[config.mk]
export PLATFORM = sky130hd
export DESIGN_NAME = reset_source_controller_flat
export DESIGN_NICKNAME = d
export VERILOG_FILES = /design/src/logic/reset_source_register_pkg.sv /design/src/logic/rst_ctrl_if.sv /design/src/logic/reset_source_controller.sv /design/src/flat_wrapper.sv
export SDC_FILE = /design/constraint.sdc
export NUM_CORES = 1
export LEC_CHECK = 0
export ABC_AREA = 1
export BUFFER_PORTS_ARGS = -buffer_cell sky130_fd_sc_hd__buf_2
export CAP_MARGIN = 20
export CORE_ASPECT_RATIO = 0.7
export CORE_UTILIZATION = 49
export DETAILED_ROUTE_END_ITERATION = 6
export GPL_TIMING_DRIVEN = 0
export HOLD_SLACK_MARGIN = 0.12
export PLACE_DENSITY = 0.78
export SYNTH_ARGS = -nofsm -noshare
export SYNTH_HDL_FRONTEND = slang
export SYNTH_SLANG_ARGS = --single-unit
[constraint.sdc]
create_clock -name clk_i -period 2 [get_ports clk_i]
set_input_delay 0 -clock clk_i [delete_from_list [all_inputs] [get_ports clk_i]]
set_output_delay 0 -clock clk_i [all_outputs]
set_load 0.01 [all_outputs]
[src/logic/reset_source_register_pkg.sv]
// shared constants for the reset source controller and its core-side end
// assumes a 100 MHz system clock; no other dependencies
package reset_cause_pkg;

    // clock and timing
    localparam int unsigned CLK_HZ = 100_000_000;
    localparam int unsigned CLK_LOSS_TIME_US = 100;
    localparam int unsigned CLK_LOSS_CYCLES = (CLK_LOSS_TIME_US * (CLK_HZ / 1_000_000));
    localparam int unsigned RESET_HOLD_CYCLES = 4;
    localparam int unsigned WDT_DIVIDE = 12;
    localparam int unsigned WDT_TIMEOUT_TICKS = 256;

    // reset source register field positions
    localparam int unsigned CLK_LOSS_BIT = 2;
    localparam int unsigned SW_RESET_BIT = 4;
    localparam int unsigned CMP_RESET_BIT = 5;
    localparam int unsigned PM_ERROR_BIT = 6;
    localparam logic [7:0] SRC_RESET_VALUE = 8'h00;

    // top of user code space per variant
    localparam logic [15:0] CODE_TOP_LARGE = 16'h3dff;
    localparam logic [15:0] CODE_TOP_SMALL = 16'h1fff;

    // wishbone register offsets of the core-side end
    localparam logic [7:0] ADR_SOURCE = 8'h00;
    localparam logic [7:0] ADR_CONTROL = 8'h04;
    localparam logic [7:0] ADR_KICK = 8'h08;
    localparam logic [7:0] ADR_ACCESS = 8'h0c;

    // control register fields and values after reset
    localparam int unsigned CTL_STORE_WR_BIT = 0;
    localparam int unsigned CTL_WDT_EN_BIT = 1;
    localparam logic STORE_WR_RESET_VALUE = 1'b0;
    localparam logic WDT_EN_RESET_VALUE = 1'b1;

    // access request register fields
    localparam int unsigned ACC_KIND_LSB = 16;
    localparam int unsigned ACC_DENIED_BIT = 18;
    localparam int unsigned ACC_DEBUG_BIT = 19;

    // index of each cause in the one-hot cause vector
    localparam int unsigned CAUSE_CLK = 0;
    localparam int unsigned CAUSE_CMP = 1;
    localparam int unsigned CAUSE_WDT = 2;
    localparam int unsigned CAUSE_PM = 3;
    localparam int unsigned CAUSE_SW = 4;

    // kinds of program memory access
    typedef enum logic [1:0]
    {
        ACC_DATA_WRITE = 2'h0,
        ACC_ERASE = 2'h1,
        ACC_CODE_READ = 2'h2,
        ACC_FETCH = 2'h3
    } acc_kind_e;

endpackage

[src/logic/rst_ctrl_if.sv]
// link between the core-side register end and the reset source controller
// both ends run on the same system clock; no clocking block
`timescale 1ns/100ps
interface rst_ctrl_if;
    import reset_cause_pkg::*;

    logic src_wr;            // one-cycle write of the reset source register
    logic [7:0] src_wdata;
    logic [7:0] src_rdata;   // current reset source register value
    logic sys_reset;         // system reset level
    logic program_store_write_enable; // level: data writes may target program memory
    logic wdt_enable;        // watchdog enable level
    logic wdt_kick;          // one-cycle watchdog service
    logic acc_valid;         // one-cycle program memory access event
    acc_kind_e acc_kind;
    logic [15:0] acc_addr;
    logic acc_denied;        // forbidden by security settings
    logic acc_debug;         // issued through the two wire debug port

    modport device
    (
        input src_wr, src_wdata, program_store_write_enable, wdt_enable, wdt_kick,
        input acc_valid, acc_kind, acc_addr, acc_denied, acc_debug,
        output src_rdata, sys_reset
    );

    modport core
    (
        output src_wr, src_wdata, program_store_write_enable, wdt_enable, wdt_kick,
        output acc_valid, acc_kind, acc_addr, acc_denied, acc_debug,
        input src_rdata, sys_reset
    );

endinterface // rst_ctrl_if

[src/logic/reset_source_controller.sv]
// reset source controller: clock loss, comparator, watchdog, program memory
// error and software resets, with the reset source register flags
// assumes clk_i is a free running reference; the monitored clock and the
// comparator output arrive asynchronously and are synchronised here
//
// Notes on behaviour
// - reset when monitored clock stalls over 100 us
// - clock loss flag reads 1 only after that
// - writing bit 2 enables or disables detector
// - internal resets never drive the reset pin
// - writing 1 to bit 5 arms comparator
// - armed comparator low holds device in reset
// - comparator flag reads 1 only after it; the code also sets bit 5 after a watchdog reset
// - software lets comparator settle before arming
// - watchdog enabled after every reset, clock/12
// - watchdog expiry resets and sets its flag
// - enabled data write above code top errors
// - code read above code top errors
// - fetch above code top errors
// - security-forbidden access causes error reset
// - error reset sets flag at bit 6
// - writing 1 to bit 4 forces reset
// - software flag reads 1 after it
// - debug port violations are ignored silently
//
// Our own choices: the Wishbone slave port and the register offsets.
`timescale 1ns/100ps
module reset_source_controller
#(
    parameter int unsigned CLK_LOSS_LIMIT = reset_cause_pkg::CLK_LOSS_CYCLES,
    parameter int unsigned WDT_TICKS = reset_cause_pkg::WDT_TIMEOUT_TICKS,
    parameter bit LARGE_VARIANT = 1'b1
)
(
    input wire logic clk_i,
    input wire logic rst_i,
    rst_ctrl_if.device link,
    input wire logic mon_clk_i,
    input wire logic cmp_out_i,
    output logic rst_pin_o,
    output logic rst_pin_oe_o,
    output logic sys_reset_o
);
    import reset_cause_pkg::*;

    typedef enum logic
    {
        ST_RUN,
        ST_HOLD
    } state_e;

    localparam logic [15:0] CODE_TOP = LARGE_VARIANT ? CODE_TOP_LARGE : CODE_TOP_SMALL;

    state_e state_r;
    logic [2:0] mon_sync_r;
    logic [1:0] cmp_sync_r;
    logic [31:0] loss_cnt_r;
    logic clk_loss_en_r;
    logic cmp_arm_r;
    logic [3:0] div_cnt_r;
    logic [31:0] wdt_cnt_r;
    logic [31:0] hold_cnt_r;
    logic [4:0] cause_r;
    logic [4:0] flags_r;
    logic [7:0] rdata_r;
    logic mon_edge;
    logic clk_lost;
    logic cmp_req;
    logic wdt_tick;
    logic wdt_expire;
    logic above_top;
    logic pm_req;
    logic sw_req;
    logic hold_done;
    logic [4:0] req_vec;

    // monitored clock and comparator: two flops before any logic looks
    always_ff @(posedge clk_i)
    begin
        if (rst_i)
        begin
            mon_sync_r <= 3'h0;
            cmp_sync_r <= 2'h3;
        end
        else
        begin
            mon_sync_r <= {mon_sync_r[1:0], mon_clk_i};
            cmp_sync_r <= {cmp_sync_r[0], cmp_out_i};
        end
    end

    assign mon_edge = mon_sync_r[2] ^ mon_sync_r[1];

    // one-shot: each monitored edge retriggers, a stall past the limit fires
    always_ff @(posedge clk_i)
    begin
        if (rst_i || !clk_loss_en_r || mon_edge)
        begin
            loss_cnt_r <= 32'h0;
        end
        else if (loss_cnt_r <= CLK_LOSS_LIMIT)
        begin
            loss_cnt_r <= loss_cnt_r + 32'h1;
        end
    end

    // strictly more than the limit; saturates until the clock moves again
    assign clk_lost = clk_loss_en_r && (loss_cnt_r > CLK_LOSS_LIMIT);

    // enables survive internal resets, only the power-on reset clears them
    always_ff @(posedge clk_i)
    begin
        if (rst_i)
        begin
            clk_loss_en_r <= 1'b0;
            cmp_arm_r <= 1'b0;
        end
        else if (link.src_wr && state_r == ST_RUN)
        begin
            clk_loss_en_r <= link.src_wdata[CLK_LOSS_BIT];
            cmp_arm_r <= link.src_wdata[CMP_RESET_BIT];
        end
    end

    // low comparator output means + below -, an active-low request
    assign cmp_req = cmp_arm_r && !cmp_sync_r[1];

    // divide by twelve enable for the watchdog
    always_ff @(posedge clk_i)
    begin
        if (rst_i || sys_reset_o || div_cnt_r == 4'(WDT_DIVIDE - 1))
        begin
            div_cnt_r <= 4'h0;
        end
        else
        begin
            div_cnt_r <= div_cnt_r + 4'h1;
        end
    end

    assign wdt_tick = (div_cnt_r == 4'(WDT_DIVIDE - 1));

    // watchdog restarts from zero on every reset; the core end re-enables it
    always_ff @(posedge clk_i)
    begin
        if (rst_i || sys_reset_o || link.wdt_kick || !link.wdt_enable)
        begin
            wdt_cnt_r <= 32'h0;
        end
        else if (wdt_tick)
        begin
            wdt_cnt_r <= wdt_cnt_r + 32'h1;
        end
    end

    assign wdt_expire = link.wdt_enable && wdt_tick && !link.wdt_kick
        && (wdt_cnt_r == WDT_TICKS - 1);

    // program memory checks; debug port accesses never reach a reset
    assign above_top = (link.acc_addr > CODE_TOP);
    always_comb
    begin
        pm_req = 1'b0;
        if (link.acc_valid && !link.acc_debug)
        begin
            if (link.acc_denied)
            begin
                pm_req = 1'b1;
            end
            else if (link.acc_kind == ACC_DATA_WRITE || link.acc_kind == ACC_ERASE)
            begin
                pm_req = above_top && link.program_store_write_enable;
            end
            else if (link.acc_kind == ACC_CODE_READ)
            begin
                pm_req = above_top;
            end
            else
            begin
                pm_req = above_top;
            end
        end
    end

    assign sw_req = link.src_wr && link.src_wdata[SW_RESET_BIT];

    // one bit per request, several may be set; the priority below picks a single cause
    assign req_vec = {sw_req, pm_req, wdt_expire, cmp_req, clk_lost};

    // clock loss and comparator are levels and keep the hold going
    assign hold_done = (hold_cnt_r >= RESET_HOLD_CYCLES - 1) && !clk_lost && !cmp_req;

    // reset sequencer
    always_ff @(posedge clk_i)
    begin
        if (rst_i)
        begin
            state_r <= ST_RUN;
            hold_cnt_r <= 32'h0;
            cause_r <= 5'h0;
        end
        else
        begin
            case (state_r)
                ST_RUN:
                begin
                    hold_cnt_r <= 32'h0;
                    if (req_vec != 5'h0)
                    begin
                        state_r <= ST_HOLD;
                        cause_r <= req_vec & (~req_vec + 5'h1);
                    end
                end
                ST_HOLD:
                begin
                    if (hold_done)
                    begin
                        state_r <= ST_RUN;
                    end
                    else if (hold_cnt_r < RESET_HOLD_CYCLES - 1)
                    begin
                        hold_cnt_r <= hold_cnt_r + 32'h1;
                    end
                end
                default:
                begin
                    state_r <= ST_RUN;
                end
            endcase
        end
    end

    // flags take the cause as the reset ends, so only the latest shows
    always_ff @(posedge clk_i)
    begin
        if (rst_i)
        begin
            flags_r <= 5'h0;
        end
        else if (state_r == ST_HOLD && hold_done)
        begin
            flags_r <= cause_r;
        end
    end

    // register image; watchdog and comparator share one bit position
    always_ff @(posedge clk_i)
    begin
        if (rst_i)
        begin
            rdata_r <= SRC_RESET_VALUE;
        end
        else
        begin
            rdata_r <= SRC_RESET_VALUE;
            rdata_r[CLK_LOSS_BIT] <= flags_r[CAUSE_CLK];
            rdata_r[SW_RESET_BIT] <= flags_r[CAUSE_SW];
            rdata_r[CMP_RESET_BIT] <= flags_r[CAUSE_CMP] | flags_r[CAUSE_WDT];
            rdata_r[PM_ERROR_BIT] <= flags_r[CAUSE_PM];
        end
    end

    assign link.src_rdata = rdata_r;
    assign sys_reset_o = (state_r == ST_HOLD);
    assign link.sys_reset = sys_reset_o;

    // the external reset pin is only ever an input for these sources
    assign rst_pin_o = 1'b0;
    assign rst_pin_oe_o = 1'b0;

endmodule // reset_source_controller

[src/flat_wrapper.sv]
// flat-port wrapper written by rule: the top's interface ports become plain ports
module reset_source_controller_flat import reset_cause_pkg::*;
#(
    parameter int unsigned CLK_LOSS_LIMIT = reset_cause_pkg::CLK_LOSS_CYCLES,
    parameter int unsigned WDT_TICKS = reset_cause_pkg::WDT_TIMEOUT_TICKS,
    parameter bit LARGE_VARIANT = 1'b1
)
  (clk_i, rst_i, mon_clk_i, cmp_out_i, rst_pin_o, rst_pin_oe_o, sys_reset_o, link_src_wr, link_src_wdata, link_program_store_write_enable, link_wdt_enable, link_wdt_kick, link_acc_valid, link_acc_kind, link_acc_addr, link_acc_denied, link_acc_debug, link_src_rdata, link_sys_reset);
  rst_ctrl_if link_i ();
  input wire logic clk_i;
  input wire logic rst_i;
  input wire logic mon_clk_i;
  input wire logic cmp_out_i;
  output logic rst_pin_o;
  output logic rst_pin_oe_o;
  output logic sys_reset_o;
  input wire logic [$bits(link_i.src_wr)-1:0] link_src_wr;
  input wire logic [$bits(link_i.src_wdata)-1:0] link_src_wdata;
  input wire logic [$bits(link_i.program_store_write_enable)-1:0] link_program_store_write_enable;
  input wire logic [$bits(link_i.wdt_enable)-1:0] link_wdt_enable;
  input wire logic [$bits(link_i.wdt_kick)-1:0] link_wdt_kick;
  input wire logic [$bits(link_i.acc_valid)-1:0] link_acc_valid;
  input wire logic [$bits(link_i.acc_kind)-1:0] link_acc_kind;
  input wire logic [$bits(link_i.acc_addr)-1:0] link_acc_addr;
  input wire logic [$bits(link_i.acc_denied)-1:0] link_acc_denied;
  input wire logic [$bits(link_i.acc_debug)-1:0] link_acc_debug;
  output wire logic [$bits(link_i.src_rdata)-1:0] link_src_rdata;
  output wire logic [$bits(link_i.sys_reset)-1:0] link_sys_reset;
  assign link_i.src_wr = link_src_wr;
  assign link_i.src_wdata = link_src_wdata;
  assign link_i.program_store_write_enable = link_program_store_write_enable;
  assign link_i.wdt_enable = link_wdt_enable;
  assign link_i.wdt_kick = link_wdt_kick;
  assign link_i.acc_valid = link_acc_valid;
  assign link_i.acc_kind = link_acc_kind;
  assign link_i.acc_addr = link_acc_addr;
  assign link_i.acc_denied = link_acc_denied;
  assign link_i.acc_debug = link_acc_debug;
  assign link_src_rdata = link_i.src_rdata;
  assign link_sys_reset = link_i.sys_reset;
  reset_source_controller #(.CLK_LOSS_LIMIT(CLK_LOSS_LIMIT), .WDT_TICKS(WDT_TICKS), .LARGE_VARIANT(LARGE_VARIANT)) u_core (.clk_i(clk_i), .rst_i(rst_i), .link(link_i), .mon_clk_i(mon_clk_i), .cmp_out_i(cmp_out_i), .rst_pin_o(rst_pin_o), .rst_pin_oe_o(rst_pin_oe_o), .sys_reset_o(sys_reset_o));
endmodule
==> results.cfg <==
[run_status]
violations = DRC
status = finished, violations left

[clocking]
clock_latency_ns = 0.41
cts_num_sinks = 122
clk_pin_slew_ns = 0.06
htree_levels = 4
clock-root-buffer = clkbuf_16
numCtsBuffers = 17
clockBufferDepth = 2
cts_tree = yes

[placed_design]
place_area_mm2 = 0.00555
dp_slack_ns = 0.0505
dp_hpwl_um = 7690
port_buffers = 26
place_congestion = 0.842
dp_cells = 873

[logic_synthesis]
yosysMostFrequentCell = nand2_1
synth_top_family_by_area = simple AND/OR/NAND/NOR gates
synth_seq_cells = 122
ys_types = 34
syn_avg_cell_area_um2 = 7.38
netlist.area_leader.share_pct = 46.6
synthFlopType = dfxtp_1
synthTopCellsByCount = nand2_1, dfxtp_1, inv_1
synth_edf_count = 0
syn-cell-area_mm2 = 0.00524
synth_top_area_cell = dfxtp_1
ys_seq_area_share_pct = 46.6
yosys.area_share.simple_pct = 33.0
synthMuxAreaShare_pct = 0
synth_fa_ha_area_share_pct = 1.19
async_reset_ff_share_pct = 0
synth_compound_area_share_pct = 6.50
synth_area_leaders = dfxtp_1, nand2_1, inv_1
yosysWarningCount = 0
synth-xor-area-share_pct = 1.84
netlist_instances = 710

[die]
die-area_mm2 = 0.0111
rows = 31
core_area_mm2 = 0.0104
die_h_um = 88.5
io_pins = 49
start_util_pct = 50.6
fp.dieW_um = 126

[routing]
drt_wl_total_um = 11600
ant_nets = 0
num_vias = 4679
avgRoutedWirePerCell_um = 12.6
viasPerCell = 5.06
first_pass_iters = 7
first_iter_violations = 413
drcViolationCount = 2

[timing]
finalHoldViolations = 0
tightest_slew_ns = 0.531
fin_crit_ns = 1.93
fin_ws_ns = 0.0661
finalClockSkew_ns = 0.00621
hold_ws_ns = 0.280
max_slew_margin_pct = 64.6
max_freq_mhz = 517
finalSetupViolations = 0
drv_slew = 0
fin_crit_sh_pct = 96.7

[power_and_ir_drop]
p_int_mw = 4.88
p_switching_mw = 1.24
p_clk_share_pct = 56.4
switching_share_pct = 20.3
power.density_mw_per_mm2 = 946
pwr-share-seq_pct = 40.5
combPwrFrac_pct = 3.2
irDropWorstVdd_mv = 0.709
leakagePower_nw = 2.47

[layout]
fin_area_mm2 = 0.00647
diodes = 0
post-route-util_pct = 62.5
fin_cells = 925
syn_to_final_growth_pct = 23.5
drive_gt1_share_pct = 14.4
finish.net_count = 822

[worst_setup_path]
cp-end-kind = flip-flop
crit_arrival_ns = 2.27
crit_fanout = 8
cp-start-kind = flip-flop
crit_required_ns = 2.34
critPathKind = flip-flop to flip-flop

[worst_hold_path]
worst_hold_path_type = primary input to flip-flop

[grt]
grtUsageMet2_pct = 35.3
grtUsageMet1_pct = 26.6
grt_overflow = 0
grt_use_total_pct = 21.5
antenna_found_initial = 0
grt_pass1_vias = 4174
grt_busiest_layer = met2
grt_use_met3_pct = 5.50
grt_pass1_wl_um = 18700
grt_max_degree = 17

[run]
maxCapViolCount = 0
## cells by family (layout without fill, tap and decap cells)
family	after synthesis	after routing
buf+inv	141	219
fa+ha+maj	5	5
compound gates	67	67
flops	122	122
simple gates	363	363
xor+xnor	11	11
other cells	1	6
## sequential cells by signal, summed over array words and instances, names as in the netlist
register	cells
u_core.mon_sync_r	3
u_core.div_cnt_r	4
u_core.hold_cnt_r	32
u_core.cause_r	5
u_core.link.sys_reset	1
u_core.link.src_rdata	4
u_core.flags_r	5
u_core.cmp_arm_r	1
u_core.cmp_sync_r	2
u_core.clk_loss_en_r	1
u_core.wdt_cnt_r	32
u_core.loss_cnt_r	32
## power by group through the flow
stage	sequential, mW	clock [mW]	combinational, mW
global route	2.48	3.59	0.214
finish	2.48	3.45	0.193
floorplan	2.52	0	0.110
detailed placement	2.53	0	0.159
global placement	2.52	0	0.154
CTS	2.47	3.48	0.186
## cells in the final DEF, fill, tap and decap left out, drive strengths merged, types with 2 or more instances in the layout
| cell type | count |
|---|---|
| a21oi | 39 |
| and3 | 2 |
| buf | 47 |
| bufinv | 6 |
| clkbuf | 23 |
| clkinv | 4 |
| clkinvlp | 5 |
| conb | 6 |
| dfxtp | 122 |
| dlygate4sd3 | 16 |
| ha | 5 |
| inv | 118 |
| nand2 | 130 |
| nand3 | 32 |
| nand4 | 18 |
| nor2 | 109 |
| nor3 | 43 |
| nor3b | 18 |
| nor4 | 6 |
| o21ai | 26 |
| or2 | 4 |
| xnor2 | 3 |
| xor2 | 8 |
## critical path, stage by stage (launching register included)
cell           delay (ns)
dfxtp_1              0.42
nor2_1               0.21
inv_1                0.11
nor2_2               0.26
o21ai_0              0.15
dlygate4sd3_1        0.59
a21oi_1              0.11
## metal layers
| metal | share of wire (%) | wire (µm) |
|---|---|---|
| met1 | 45 | 5240 |
| met2 | 48 | 5530 |
| met3 | 5.0 | 585 |
| met4 | 2.4 | 282 |
| met5 | 0 | 0 |
## what timing repair did
item	CTS	global route
setup buffers	0	4
resized for setup	0	14
setup endpoints to repair	0	15
hold buffers	16	0
endpoints found under the hold margin	23	0
## final cells by class
cell class | count | area (µm²)
plain buffers | 23 | 121
clock buffers | 17 | 425
clock inverters | 15 | 249
fillers | 847 | 3890
inverters | 118 | 443
multi-input cells | 452 | 2300
flip-flops and latches | 122 | 2450
well taps | 132 | 165
repair buffers | 46 | 320
## worst paths after layout
check / startpoint / slack (ns) / to / cells past startpoint
setup / recovery: u_core.link.sys_reset / 0.07 / u_core.wdt_cnt_r[4] / 6
hold / removal: link_acc_denied / 0.28 / u_core.link.sys_reset / 9
setup reg to reg: u_core.link.sys_reset / 0.07 / u_core.wdt_cnt_r[4] / 6
hold reg to reg: u_core.mon_sync_r[0] / 0.41 / u_core.mon_sync_r[1] / 2
## through the flow
step	TNS [ns]	total power, mW
after floorplan	0	2.63
after global placement	0	2.68
after detailed placement	0	2.68
after CTS	0	6.14
after global routing	-0.00961	6.28
final	0	6.12
(Power assumes the default switching activity.)
